File: src/pkg/ring_arb_pkg.sv
/*
 * Shared constants and carrier types for the ring token arbitration opcode block.
 * Assumes one reference clock at 100 MHz drives both the receiver and the sender.
 */
package ring_arb_pkg;

   // di-bit symbol codes
   localparam logic [1:0] SYM_SYNC = 2'h3;
   localparam logic [1:0] SYM_ZERO = 2'h0;
   localparam logic [1:0] SYM_ONE = 2'h1;
   localparam logic [1:0] SYM_BAD = 2'h2;

   // opcode lengths in bits
   localparam logic [4:0] LEN_IDLE = 5'h06;
   localparam logic [4:0] LEN_TOKEN = 5'h06;
   localparam logic [4:0] LEN_FLUSH = 5'h10;
   localparam logic [4:0] LEN_XOFF = 5'h0C;
   localparam logic [4:0] LEN_XON = 5'h12;

   // opcode patterns, left aligned in 18 bits, msb sent first
   localparam logic [17:0] PAT_IDLE = 18'h30000;
   localparam logic [17:0] PAT_TOKEN = 18'h34000;
   localparam logic [17:0] PAT_FLUSH = 18'h35000;
   localparam logic [17:0] PAT_XOFF = 18'h31000;
   localparam logic [17:0] PAT_XON = 18'h31400;
   localparam int MEMBER_SHIFT = 4;

   // timing limits
   localparam int CLK_PERIOD_NS = 10;
   localparam int DECODE_LATENCY_NS = 80;
   localparam int TOKEN_TO_DATA_NS = 320;
   localparam int DECODE_LATENCY_CYC = DECODE_LATENCY_NS / CLK_PERIOD_NS;
   localparam int TOKEN_TO_DATA_CYC = TOKEN_TO_DATA_NS / CLK_PERIOD_NS;

   localparam logic [15:0] PAUSE_OFF = 16'hFFFF;
   localparam logic [15:0] PAUSE_ON = 16'h0000;

   typedef enum logic [2:0] {
      TK_NONE,
      TK_PAUSE_PRE,
      TK_ITEM,
      TK_PAUSE_POST,
      TK_PASS
   } tok_state_t;

   typedef enum logic [2:0] {
      OP_NONE,
      OP_IDLE,
      OP_TOKEN,
      OP_FLUSH,
      OP_XOFF,
      OP_XON
   } opcode_t;

   typedef struct packed {
      opcode_t op;
      logic [2:0] member;
   } ring_op_t;

   // pause frame request towards the receive-line data path
   typedef struct packed {
      logic valid;
      logic is_pause;
      logic [15:0] pause_time;
   } send_req_t;

endpackage

File: src/ring_op_decoder.sv
/*
 * Ring symbol receiver: assembles di-bit symbols into opcodes.
 * Assumes ring_symbol_input is synchronous to clk_i.
 */
`timescale 1ns/1ps
module ring_op_decoder (
   input wire logic clk_i,
   input wire logic rst_b_i,
   input wire logic ring_symbol_input_i,
   output ring_arb_pkg::ring_op_t op_o,
   output logic op_valid_o
);
   typedef struct packed {
      logic half;
      logic first;
      logic in_op;
      logic done;
      logic [4:0] nsym;
      logic [7:0] bits;
      ring_arb_pkg::ring_op_t op;
      logic valid;
   } dec_state_t;

   dec_state_t s_q, s_d;
   logic [1:0] sym;
   logic [8:0] nb;

   always_comb begin
      s_d = s_q;
      s_d.valid = 1'b0;
      sym = {s_q.first, ring_symbol_input_i};
      nb = {s_q.bits, 1'b0};
      s_d.half = ~s_q.half;
      if (!s_q.half) begin
         s_d.first = ring_symbol_input_i;
      end else if (sym == ring_arb_pkg::SYM_SYNC) begin
         // new sync ends any partial opcode; a short one is dropped silently
         s_d.in_op = 1'b1;
         s_d.done = 1'b0;
         s_d.nsym = 5'h00;
         s_d.bits = 8'h00;
      end else if (sym == ring_arb_pkg::SYM_BAD) begin
         s_d.in_op = 1'b0;
      end else if (s_q.in_op && !s_q.done) begin
         nb = {s_q.bits, sym[0]};
         s_d.bits = nb[7:0];
         s_d.nsym = s_q.nsym + 5'h01;
         // opcode complete: trailing bits are ignored until next sync
         if (s_q.nsym == 5'h01 && nb[1:0] == 2'b00) begin
            s_d.done = 1'b1;
            s_d.valid = 1'b1;
            s_d.op.op = ring_arb_pkg::OP_IDLE;
         end else if (s_q.nsym == 5'h01 && nb[1:0] == 2'b10) begin
            s_d.done = 1'b1;
            s_d.valid = 1'b1;
            s_d.op.op = ring_arb_pkg::OP_TOKEN;
         end else if (s_q.nsym == 5'h04 && nb[4:0] == 5'b01000) begin
            s_d.done = 1'b1;
            s_d.valid = 1'b1;
            s_d.op.op = ring_arb_pkg::OP_XOFF;
         end else if (s_q.nsym == 5'h06 && nb[6:4] == 3'b110 && nb[0] == 1'b0) begin
            s_d.done = 1'b1;
            s_d.valid = 1'b1;
            s_d.op.op = ring_arb_pkg::OP_FLUSH;
            s_d.op.member = nb[3:1];
         end else if (s_q.nsym == 5'h07 && nb[7:4] == 4'b0110 && nb[0] == 1'b0) begin
            s_d.done = 1'b1;
            s_d.valid = 1'b1;
            s_d.op.op = ring_arb_pkg::OP_XON;
            s_d.op.member = nb[3:1];
         end else if (s_q.nsym == 5'h07) begin
            s_d.in_op = 1'b0;
         end
      end
   end

   always_ff @(posedge clk_i) begin
      if (!rst_b_i) begin
         s_q <= '0;
      end else begin
         s_q <= s_d;
      end
   end

   assign op_o = s_q.op;
   assign op_valid_o = s_q.valid;
endmodule

File: src/ring_token_arbiter.sv
/*
 * Ring token arbiter: decodes ring opcodes, sends opcodes, gates receive-line drivers
 * and requests pause frames. Assumes the data path reports pending items and item end and
 * that the ring member number is stable once channel identifiers are assigned.
 */
// What this block does
// - symbols are di-bits: sync 11, zero 00, one 01, 10 illegal.
// - each ring output pulse lasts one reference clock, synchronous to it.
// - opcodes start with sync then ones and zeros; five opcodes exist.
// - idle is sync zero zero; token is sync one zero.
// - flush carries member number; congestion-on is sync zero one zero zero zero.
// - congestion-cleared is sync zero one one zero, member number, zero.
// - too few clocks between syncs marks an opcode truncated.
// - bits after a complete legal opcode are ignored until next sync.
// - truncated or illegal opcodes are discarded with no action.
// - reply opcode starts within decode latency limit, even mid-transmission; here it starts only once the opcode being sent ends.
// - token holder with data enables drivers within token-to-data limit.
// - drivers turn off before last clock of the outgoing token.
// - per token at most one item plus optionally one pause frame.
// - emit idle opcodes while driving the receive lines.
// - pass token on after transmission, or at once if idle.
// - emit idle opcodes back to back when nothing else pending.
// - send flush opcodes when ready or on token timeout.
// - flush during a packet waits until the packet ends.
// - without flow control forward congestion opcodes unchanged.
// - congested: congestion-on opcode without token, else one 0xFFFF pause frame.
// - still congested may reissue congestion-on or pause frame.
// - congestion-on received without token is forwarded.
// - token holder on congestion-on sends 0xFFFF pause, drops repeats meanwhile.
// - leaving congestion sends cleared opcode with own number, then waits.
// - congested member replaces received cleared opcode by idle.
// - neither congested nor waiting: forward congestion-cleared opcodes.
// - waiting: higher number substitute own, lower forward, equal resume.
`timescale 1ns/1ps
module ring_token_arbiter (
   input wire logic clk_i,
   input wire logic rst_b_i,
   input wire logic ring_symbol_input_i,
   input wire logic [2:0] ring_member_number_i,
   input wire logic ready_i,
   input wire logic token_timeout_i,
   input wire logic flow_ctrl_en_i,
   input wire logic congested_i,
   input wire logic reissue_pause_i,
   input wire logic item_pending_i,
   input wire logic item_done_i,
   output logic ring_symbol_output_o,
   output logic rx_drive_en_o,
   output logic item_go_o,
   output ring_arb_pkg::send_req_t pause_req_o,
   output logic has_token_o,
   output logic waiting_own_release_o,
   output logic timeout_clear_o
);
   typedef struct packed {
      ring_arb_pkg::tok_state_t tk;
      logic [17:0] shreg;
      logic [4:0] left;
      ring_arb_pkg::ring_op_t pend;
      logic pend_v;
      logic flush_wait;
      ring_arb_pkg::ring_op_t flush_op;
      logic cong_prev;
      logic paused;
      logic xoff_req;
      logic xon_req;
      logic waiting;
      logic out;
      logic drive;
      logic go;
      ring_arb_pkg::send_req_t pause;
      logic pause_busy;
      logic clr;
      logic ready_prev;
      logic tok;
   } arb_state_t;

   arb_state_t s_q, s_d;
   ring_arb_pkg::ring_op_t rx_op;
   logic rx_v;

   ring_op_decoder u_dec (
      .clk_i(clk_i),
      .rst_b_i(rst_b_i),
      .ring_symbol_input_i(ring_symbol_input_i),
      .op_o(rx_op),
      .op_valid_o(rx_v)
   );

   function automatic logic [17:0] pattern(input ring_arb_pkg::ring_op_t o);
      logic [17:0] p;
      p = ring_arb_pkg::PAT_IDLE;
      case (o.op)
         ring_arb_pkg::OP_TOKEN: p = ring_arb_pkg::PAT_TOKEN;
         ring_arb_pkg::OP_FLUSH: p = ring_arb_pkg::PAT_FLUSH
            | ({15'h0000, o.member[2], 1'b0, o.member[1]} << 6)
            | ({17'h00000, o.member[0]} << 4);
         ring_arb_pkg::OP_XOFF: p = ring_arb_pkg::PAT_XOFF;
         ring_arb_pkg::OP_XON: p = ring_arb_pkg::PAT_XON
            | ({15'h0000, o.member[2], 1'b0, o.member[1]} << 4)
            | ({17'h00000, o.member[0]} << 2);
         default: p = ring_arb_pkg::PAT_IDLE;
      endcase
      return p;
   endfunction

   function automatic logic [4:0] oplen(input ring_arb_pkg::opcode_t o);
      logic [4:0] n;
      case (o)
         ring_arb_pkg::OP_FLUSH: n = ring_arb_pkg::LEN_FLUSH;
         ring_arb_pkg::OP_XOFF: n = ring_arb_pkg::LEN_XOFF;
         ring_arb_pkg::OP_XON: n = ring_arb_pkg::LEN_XON;
         default: n = ring_arb_pkg::LEN_IDLE;
      endcase
      return n;
   endfunction

   ring_arb_pkg::ring_op_t own_xon, own_flush, nxt;
   logic busy;

   always_comb begin
      s_d = s_q;
      s_d.go = 1'b0;
      s_d.clr = 1'b0;
      s_d.pause.valid = 1'b0;
      s_d.ready_prev = ready_i;
      s_d.cong_prev = congested_i;
      own_xon.op = ring_arb_pkg::OP_XON;
      own_xon.member = ring_member_number_i;
      own_flush.op = ring_arb_pkg::OP_FLUSH;
      own_flush.member = ring_member_number_i;
      nxt.op = ring_arb_pkg::OP_IDLE;
      nxt.member = 3'h0;
      busy = s_q.tk != ring_arb_pkg::TK_NONE;

      // local congestion and flush request events
      if (congested_i && !s_q.cong_prev) begin
         s_d.paused = 1'b0;
         s_d.waiting = 1'b0;
         s_d.xon_req = 1'b0;
         s_d.xoff_req = 1'b1;
      end else if (congested_i && reissue_pause_i) begin
         s_d.paused = 1'b0;
         s_d.xoff_req = 1'b1;
      end
      if (!congested_i && s_q.cong_prev) begin
         s_d.pend = own_xon;
         s_d.pend_v = 1'b1;
         s_d.waiting = 1'b1;
      end
      if (ready_i && !s_q.ready_prev || token_timeout_i) begin
         s_d.flush_op = own_flush;
         s_d.flush_wait = 1'b1;
      end

      // received opcode handling
      if (rx_v) begin
         case (rx_op.op)
            ring_arb_pkg::OP_TOKEN: begin
               if (!busy) begin
                  s_d.clr = 1'b1;
                  s_d.tk = ring_arb_pkg::TK_PAUSE_PRE;
               end
            end
            ring_arb_pkg::OP_FLUSH: begin
               // acted on only once no packet is on the receive lines
               s_d.flush_op = rx_op.member < ring_member_number_i ? rx_op : own_flush;
               s_d.flush_wait = 1'b1;
            end
            ring_arb_pkg::OP_XOFF: begin
               if (!flow_ctrl_en_i || !busy) begin
                  s_d.pend = rx_op;
                  s_d.pend_v = 1'b1;
               end else if (!s_q.pause_busy && s_q.tk != ring_arb_pkg::TK_ITEM) begin
                  s_d.paused = 1'b0;
                  s_d.xoff_req = 1'b1;
               end
            end
            ring_arb_pkg::OP_XON: begin
               if (!flow_ctrl_en_i) begin
                  s_d.pend = rx_op;
                  s_d.pend_v = 1'b1;
               end else if (congested_i) begin
                  s_d.pend.op = ring_arb_pkg::OP_IDLE;
                  s_d.pend_v = 1'b1;
               end else if (!s_q.waiting) begin
                  s_d.pend = rx_op;
                  s_d.pend_v = 1'b1;
               end else if (rx_op.member > ring_member_number_i) begin
                  s_d.pend = own_xon;
                  s_d.pend_v = 1'b1;
               end else if (rx_op.member < ring_member_number_i) begin
                  s_d.pend = rx_op;
                  s_d.pend_v = 1'b1;
                  s_d.waiting = 1'b0;
               end else begin
                  s_d.xon_req = 1'b1;
                  s_d.waiting = 1'b0;
               end
            end
            default: begin
            end
         endcase
      end

      // token holding sequence: optional pause, at most one item, optional pause, pass
      case (s_q.tk)
         ring_arb_pkg::TK_NONE: begin
         end
         ring_arb_pkg::TK_PAUSE_PRE: begin
            // a congestion already announced by opcode still gets its frame here
            if ((s_q.xoff_req || congested_i) && !s_q.paused && !s_q.pause_busy) begin
               s_d.pause.valid = 1'b1;
               s_d.pause.is_pause = 1'b1;
               s_d.pause.pause_time = ring_arb_pkg::PAUSE_OFF;
               s_d.paused = 1'b1;
               s_d.xoff_req = 1'b0;
               s_d.pause_busy = 1'b1;
               s_d.drive = 1'b1;
            end else if (s_q.pause_busy) begin
               s_d.pause_busy = !item_done_i;
            end else if (item_pending_i) begin
               s_d.go = 1'b1;
               s_d.drive = 1'b1;
               s_d.tk = ring_arb_pkg::TK_ITEM;
            end else begin
               s_d.tk = ring_arb_pkg::TK_PAUSE_POST;
            end
         end
         ring_arb_pkg::TK_ITEM: begin
            if (item_done_i) begin
               s_d.tk = ring_arb_pkg::TK_PAUSE_POST;
            end
         end
         ring_arb_pkg::TK_PAUSE_POST: begin
            if (s_q.xon_req && !s_q.pause_busy) begin
               s_d.pause.valid = 1'b1;
               s_d.pause.is_pause = 1'b1;
               s_d.pause.pause_time = ring_arb_pkg::PAUSE_ON;
               s_d.xon_req = 1'b0;
               s_d.pause_busy = 1'b1;
               s_d.drive = 1'b1;
            end else if (s_q.pause_busy) begin
               s_d.pause_busy = !item_done_i;
            end else begin
               s_d.tk = ring_arb_pkg::TK_PASS;
            end
         end
         ring_arb_pkg::TK_PASS: begin
         end
         default: s_d.tk = ring_arb_pkg::TK_NONE;
      endcase
      if (s_q.tk == ring_arb_pkg::TK_PAUSE_POST || s_q.tk == ring_arb_pkg::TK_PASS) begin
         s_d.drive = s_q.pause_busy && !item_done_i;
      end

      // ring output serialiser, one bit per clock
      s_d.out = s_q.shreg[17];
      s_d.shreg = {s_q.shreg[16:0], 1'b0};
      s_d.left = s_q.left - 5'h01;
      if (s_q.left <= 5'h01) begin
         // priority: token pass, then flush, then pending opcode, then congestion-on, else idle
         if (s_q.tk == ring_arb_pkg::TK_PASS) begin
            nxt.op = ring_arb_pkg::OP_TOKEN;
            s_d.tk = ring_arb_pkg::TK_NONE;
            s_d.drive = 1'b0;
         end else if (s_q.flush_wait && s_q.tk != ring_arb_pkg::TK_ITEM && !s_q.pause_busy) begin
            nxt = s_q.flush_op;
            // a new request landing in this cycle survives the load only if its flush_op differs
            s_d.flush_wait = s_d.flush_wait && s_d.flush_op != s_q.flush_op;
         end else if (s_q.pend_v && s_q.tk == ring_arb_pkg::TK_NONE) begin
            nxt = s_q.pend;
            s_d.pend_v = s_d.pend_v && s_d.pend != s_q.pend;
         end else if (s_q.xoff_req && s_q.tk == ring_arb_pkg::TK_NONE && flow_ctrl_en_i) begin
            nxt.op = ring_arb_pkg::OP_XOFF;
            s_d.xoff_req = 1'b0;
         end else begin
            nxt.op = ring_arb_pkg::OP_IDLE;
         end
         s_d.shreg = pattern(nxt);
         s_d.left = oplen(nxt.op);
      end
      s_d.tok = s_d.tk != ring_arb_pkg::TK_NONE;
   end

   always_ff @(posedge clk_i) begin
      if (!rst_b_i) begin
         s_q <= '0;
      end else begin
         s_q <= s_d;
      end
   end

   assign ring_symbol_output_o = s_q.out;
   assign rx_drive_en_o = s_q.drive;
   assign item_go_o = s_q.go;
   assign pause_req_o = s_q.pause;
   assign has_token_o = s_q.tok;
   assign waiting_own_release_o = s_q.waiting;
   assign timeout_clear_o = s_q.clr;
endmodule
File: config.mk
export PLATFORM = sky130hd
export DESIGN_NAME = ring_token_arbiter
export DESIGN_NICKNAME = d
export VERILOG_FILES = /design/src/pkg/ring_arb_pkg.sv /design/src/ring_op_decoder.sv /design/src/ring_token_arbiter.sv
export SDC_FILE = /design/constraint.sdc
export NUM_CORES = 1
export LEC_CHECK = 0
export ABC_AREA = 0
export BUFFER_PORTS_ARGS = -buffer_cell sky130_fd_sc_hd__buf_2
export CORE_MARGIN = 1.5
export CORE_UTILIZATION = 60
export CTS_BUF_LIST = sky130_fd_sc_hd__clkbuf_4
export DETAILED_ROUTE_END_ITERATION = 10
export GPL_TIMING_DRIVEN = 0
export PLACE_DENSITY = 0.9
export SLEW_MARGIN = 15
export SYNTH_ARGS = -nofsm -noshare
export SYNTH_HDL_FRONTEND = slang
export SYNTH_SLANG_ARGS = --single-unit
File: constraint.sdc
create_clock -name clk_i -period 4 [get_ports clk_i]
set_input_delay 0.6 -clock clk_i [delete_from_list [all_inputs] [get_ports clk_i]]
set_output_delay 0.6 -clock clk_i [all_outputs]
set_load 0.005 [all_outputs]
Word-level counts from Yosys, hierarchy flattened
Index checks and enable logic that the tools add are counted.

Add/sub/neg operators: 2. Multipliers: 0. Div/mod/pow operators: 0. $lt $le $gt $ge: 3. Equality and inequality tests: 33. Shifts and indexed selects: 0. Mux-type cells: 105. Bitwise operators: 12. Reductions and logical operators: 59.

Operator list (number): 2-to-1 mux 3 bit (24); case mux 18 bit (4 select lines) (1); 2-to-1 mux 7 bit (10); 2-to-1 mux 1 bit (38); case mux 19 bit (2 select lines) (1); 2-to-1 mux 18 bit (2); 2-to-1 mux 2 bit (17); 2-to-1 mux 26 bit (1); logical AND 1 bit (24); 2-to-1 mux 22 bit (1); 2-to-1 mux 21 bit (1); == test 3 x 2 -> 1 bit, second input constant (6); == test 3 bit, second input constant (6); bitwise OR 18 x 3 -> 18 bit (1); bitwise OR 18 x 5 -> 18 bit (1); AND reduction 8 bit (2); == test 5 x 3 -> 1 bit, second input constant (3); 2-to-1 mux 15 bit (1); != test 3 x 1 -> 1 bit, second input constant (5); case mux 5 bit (3 select lines) (1); 2-to-1 mux 14 bit (1); case mux 7 bit (2 select lines) (1); 2-to-1 mux 6 bit (2); != test 6 bit (2); other kinds (32) (62).

Bits in registers: 93. Latch bits: 0. Memory bits (writable): 0. ROM bits: 0. Input port bits: 13. Output and inout port bits: 24. Logic and storage cells: 248. Memories: 0.

Depth between registers and ports, before layout
Depth after elaboration: 17. Gate-level depth with buffers: 10. Mapped depth without buffers: 9.

By module
Synthesis repeated with hierarchy kept, for this count alone.

Cell total of the unflattened synthesis: 510. Area, all modules: 4150.2 µm².

Modules (own cells, without submodules): ring_token_arbiter (times used 1, cells an instance 377, area an instance 2980.4 µm², sequential area each 1061.0 µm²); ring_op_decoder (times used 1, cells an instance 133, area an instance 1169.9 µm², sequential area each 460.4 µm²).

Least setup slack after synthesis
OpenSTA, ideal clock, no wires.

Path type: in2reg. From: input ring_member_number_i[2]. To: register s_q[37] (netlist name). Setup time: 0.122 ns. Arrival time: 2.159 ns. Required time: 3.878 ns. Slack: 1.719 ns. Cell stages on the path: 10. Path buffers: 1. Cells stage by stage: inv_1 > ha_1 > o21ai_1 > a21oi_1 > buf_2 > or2_2 > a31oi_1 > or3_4 > xor2_1 > a21oi_2.

Cells in the longest elaborated chain, start to end: 14. Elaborated cells between the ends (all ways): 19. Those cells by class: order compare: 2; eq/ne: 1; mux: 15; reduce/logical: 1.

Ends and longest elaborated chain: start, declared (RTL line ring_token_arbiter.sv:39) `input wire logic [2:0] ring_member_number_i,`; less-than comparator 3 bit / 2-to-1 mux 7 bit (equally long branches) (RTL line ring_token_arbiter.sv:192, ring_token_arbiter.sv:146); 2-to-1 mux 7 bit (RTL line ring_token_arbiter.sv:192) `end else if (rx_op.member < ring_member_number_i) begin`; 2-to-1 mux 7 bit (RTL line ring_token_arbiter.sv:189) `end else if (rx_op.member > ring_member_number_i) begin`; 2-to-1 mux 7 bit (RTL line ring_token_arbiter.sv:186) `end else if (!s_q.waiting) begin`; 2-to-1 mux 3 bit (RTL line ring_token_arbiter.sv:183) `end else if (congested_i) begin`; 2-to-1 mux 7 bit (RTL line ring_token_arbiter.sv:180) `if (!flow_ctrl_en_i) begin`; case mux 7 bit (2 select lines) (RTL line ring_token_arbiter.sv:158) `case (rx_op.op)`; 2-to-1 mux 14 bit * (RTL line ring_token_arbiter.sv:157) `if (rx_v) begin`; != test 6 bit (RTL line ring_token_arbiter.sv:273) `s_d.pend_v = s_d.pend_v && s_d.pend != s_q.pend;`; logical AND 1 bit (RTL line ring_token_arbiter.sv:273); 2-to-1 mux 1 bit (RTL line ring_token_arbiter.sv:271) `end else if (s_q.pend_v && s_q.tk == ring_arb_pkg::TK_NONE) begin`; 2-to-1 mux 1 bit (RTL line ring_token_arbiter.sv:267) `end else if (s_q.flush_wait && s_q.tk != ring_arb_pkg::TK_ITEM && !s_q.pause_busy) begin`; 2-to-1 mux 2 bit (RTL line ring_token_arbiter.sv:263) `if (s_q.tk == ring_arb_pkg::TK_PASS) begin`; 2-to-1 mux 2 bit * (RTL line ring_token_arbiter.sv:261) `if (s_q.left <= 5'h01) begin`; end signal, assigned (RTL line ring_token_arbiter.sv:288) `s_q <= '0;`; end signal, assigned (RTL line ring_token_arbiter.sv:290) `s_q <= s_d;`; end, declared (RTL line ring_token_arbiter.sv:78) `arb_state_t s_q, s_d;`.

Mark *: on every way between the ends. The rest lies on a longest branch, timed or not. A chain may end at the register's enable or synchronous reset.

Worst setup path in the final report
From: register u_dec.s_q (netlist bit u_dec.op_o[0]). To: register s_q[37] (netlist name).

Cells in the longest elaborated chain, start to end: 14. Elaborated cells between the ends (all ways): 18. Those cells by class: order compare: 2; eq/ne: 1; mux: 14; reduce/logical: 1.

Ends and longest elaborated chain: start, declared (RTL line ring_op_decoder.sv:24) `dec_state_t s_q, s_d;`; start signal, assigned (RTL line ring_op_decoder.sv:79) `s_q <= '0;`; start signal, assigned (RTL line ring_op_decoder.sv:81) `s_q <= s_d;`; less-than comparator 3 bit (RTL line ring_token_arbiter.sv:192); 2-to-1 mux 7 bit (RTL line ring_token_arbiter.sv:192); 2-to-1 mux 7 bit (RTL line ring_token_arbiter.sv:189); 2-to-1 mux 7 bit (RTL line ring_token_arbiter.sv:186); 2-to-1 mux 3 bit (RTL line ring_token_arbiter.sv:183); 2-to-1 mux 7 bit (RTL line ring_token_arbiter.sv:180); case mux 7 bit (2 select lines) * (RTL line ring_token_arbiter.sv:158); 2-to-1 mux 14 bit * (RTL line ring_token_arbiter.sv:157); != test 6 bit (RTL line ring_token_arbiter.sv:273); logical AND 1 bit (RTL line ring_token_arbiter.sv:273); 2-to-1 mux 1 bit (RTL line ring_token_arbiter.sv:271); 2-to-1 mux 1 bit (RTL line ring_token_arbiter.sv:267); 2-to-1 mux 2 bit (RTL line ring_token_arbiter.sv:263); 2-to-1 mux 2 bit * (RTL line ring_token_arbiter.sv:261).

Marked as above.

==> flow_metrics.tcl <==
set metrics [dict create \
    drive_above_1_share 0.182 \
    p_int_mw 1.09 \
    ant_nets 0 \
    nets 583 \
    pwr-share-seq 0.502 \
    rr_endpoint "s_q[37]$_SDFF_PN0_" \
    drc_errors 0 \
    die_y_um 86.0 \
    synth_nets 537 \
    relSlewSlack 0.560 \
    crit_path_end_kind "flop" \
    swShare 0.357 \
    required_ns 4.37 \
    path_cells "inv_1, ha_1, nand2b_1, a21oi_1, buf_2, or2_2, a31oi_1, or3_4, xor2_1, a21oi_2" \
    grt_pass1_wl_um 16800 \
    area_growth_pct 9.73 \
    skew_ns 0.0199 \
    yosysUniqueCellTypes 76 \
    syn_inst 514 \
    rrSetupSlack_ns 1.61 \
    min_path_cells 2 \
    synth_top_cell_by_area "dfxtp_1" \
    combPwrFrac 0.226 \
    overflow 0 \
    synth_ff_type "dfxtp_1" \
    synth.avg_cell_area_um2 8.03 \
    antenna_cells 0 \
    leakagePower_nw 1.94 \
    finalSetupTns_ns 0 \
    fmax_mhz 419 \
    cts_setup_buffers 0 \
    final_cells 645 \
    cts-root-buf "clkbuf_4" \
    cap_violations 0 \
    hold_buffers 0 \
    groute.layer.met1.usage 0.362 \
    synth_seq_area_share 0.368 \
    insertion_delay_ns 0.46 \
    drt-total-wl_um 10300 \
    drt_iter0_drc 258 \
    dieArea_mm2 0.00739 \
    first_global_vias 3572 \
    setup_ws_ns 1.61 \
    layout_worst_path_cycle_share 0.597 \
    hp-class "input port to flop" \
    p_sw_uw 602 \
    drt-wirelength-per-cell_um 16.0 \
    slowest_stage "dfxtp_1" \
    yosys_register_bits 76 \
    track_usage 0.291 \
    antenna_found_initial 0 \
    num_vias 3946 \
    outcome "finished, final reports clean" \
    ir_drop_v 0.000162 \
    p_clk_frac 0.272 \
    crit_arrival_ns 2.75 \
    drv_slew 0 \
    placedInstanceArea_mm2 0.00440 \
    firstDrtPassIters 4 \
    p_per_area_mw_per_mm2 373 \
    io_buffer_count 35 \
    grt_max_degree 19 \
    cts_buffer_depth 2 \
    synth_area_leaders "dfxtp_1 37%, nor2_1 6.2%, a21oi_1 5.5%" \
    use_met2 0.481 \
    path_clk_slew_ns 0.15 \
    hold_end "s_q[1]$_SDFF_PN0_" \
    setup_viol 0 \
    tritoncts "built" \
    die_w_um 86.0 \
    routed_via_density 6.12 \
    stdcell_area_mm2 0.00453 \
    worst_hold_startpoint "ready_i" \
    finalHoldViolCount 0 \
    startpoint_type "flop" \
    ios 37 \
    place_inst 629 \
    fill_cells 560 \
    numClockSinks 76 \
    gp_congestion 0.966 \
    synth_edf_count 0 \
    cts_resized 0 \
    core_mm2 0.00672 \
    grt-busiest-layer "met2" \
    max_stage_delay_ns 0.49 \
    rsz0062_at_grt "false" \
    min_period_ns 2.39 \
    hpwl_um 7540 \
    worst_slew_pin_slew_ns 0.660 \
    reg2reg_from "u_dec.op_o[0]$_SDFFE_PN0P_" \
    synth_most_common_cell "dfxtp_1" \
    async_flop_share 0 \
    rows 30 \
    met3_usage 0.0568 \
    synth_common_cells "76 x dfxtp_1, 68 x nor2_1, 45 x a21oi_1, 45 x nand2_1, 28 x nand3_1" \
    critPathMaxFanout 10 \
    dp_slack_ns 1.29 \
    reg2reg_depth 10 \
    htree_levels 3 \
    initial_core_util 0.615 \
    ys.warnings.count 0 \
    cts_buffers 9 \
    syn_area_mm2 0.00413 \
    crit_type "flop to flop" \
    synth_top_cell_area_share 0.368 \
]
[cell families (layout without fill, tap and decap cells)]
logic type / Yosys count / in the layout / synth area share
multiplexers: 9 / 9 / 0.0221
AO/OA/AOI/OAI: 128 / 128 / 0.205
XOR/XNOR: 11 / 11 / 0.0233
adder cells (fa/ha/maj): 10 / 10 / 0.0303
buffers and inverters: 60 / 111 / 0.0770
flip-flops: 76 / 76 / 0.368
AND/OR/NAND/NOR: 220 / 220 / 0.274
[cell type report]
type | instances | area, um2 | share of cell area
clock buffers | 9 | 67.6 | 0.0149
clock inverters | 7 | 58.8 | 0.0130
multi-input cells | 378 | 2290 | 0.505
inverters | 17 | 63.8 | 0.0141
plain buffers | 43 | 254 | 0.0561
flip-flops and latches | 76 | 1520 | 0.336
well taps | 80 | 100 | 0.0221
repair buffers | 35 | 175 | 0.0387
[how the worst max path moves through the flow]
stage	slack, ns	cells past startpoint	from	endpoint
2_1_floorplan	1.72	10	ring_member_number_i[2]	s_q[37]$_SDFF_PN0_
3_3_place_gp	1.33	11	ring_member_number_i[2]	s_q[37]$_SDFF_PN0_
3_5_place_dp	1.29	11	ring_member_number_i[2]	s_q[37]$_SDFF_PN0_
4_1_cts	1.65	10	u_dec.op_o[0]$_SDFFE_PN0P_	s_q[37]$_SDFF_PN0_
5_1_grt	1.48	10	u_dec.op_o[0]$_SDFFE_PN0P_	s_q[37]$_SDFF_PN0_
6_report	1.61	10	u_dec.op_o[0]$_SDFFE_PN0P_	s_q[37]$_SDFF_PN0_
[worst max-delay path: cells and delay by family (launching register included)]
kind | cells | cell delay [ns]
adder cells (fa/ha/maj) | 1 | 0.19
buffers and inverters | 2 | 0.33
AO/OA/AOI/OAI | 3 | 0.34
flip-flops | 1 | 0.49
XOR/XNOR | 1 | 0.23
AND/OR/NAND/NOR | 3 | 0.72
[through the flow]
stage | power, mW | util | hold WS (ns)
after detailed placement | 1.24 | 0.655 | 0.437
final | 1.69 | 0.674 | 0.342
after floorplan | 1.13 | - | 0.412
after global placement | 1.21 | 0.655 | 0.423
after global routing | 1.77 | 0.674 | 0.360
after CTS | 1.68 | 0.674 | 0.339
[layer usage]
metal	vias to the layer above	share of wire
met4	0	0.032
met3	42	0.079
met1	1826	0.42
li1	1902	-
met5	-	0
met2	176	0.46
[placed cells by master (no fill, tap or decap), drive strengths merged, types with 4 or more instances in the layout]
cell type / Yosys / routed
a21oi: 46 / 46
a22o: 4 / 4
a31oi: 6 / 6
a32o: 6 / 6
and2: 6 / 6
and3: 12 / 12
buf: 31 / 66
clkbuf: 12 / 21
dfxtp: 76 / 76
ha: 10 / 10
inv: 17 / 21
mux2i: 8 / 8
nand2: 45 / 45
nand2b: 10 / 10
nand3: 28 / 28
nand4: 4 / 4
nor2: 70 / 70
nor2b: 5 / 5
nor3: 14 / 14
o21ai: 31 / 31
or2: 4 / 4
xor2: 8 / 8
[power groups by stage]
stage                     sequential [mW]  combinational [mW]  clock, mW
after floorplan                     0.855               0.274          0
after global placement              0.861               0.351          0
after CTS                           0.847               0.375      0.461
after global routing                0.855               0.427      0.484
after detailed placement            0.864               0.374          0
final                               0.848               0.381      0.459
[sequential cells by signal, summed over array words and instances, names as in the netlist, 3 cells and up]
register / count
pause_req_o: 3
u_dec.s_q: 16
u_dec.op_o: 6
s_q: 43
(Power assumes the default switching activity.)
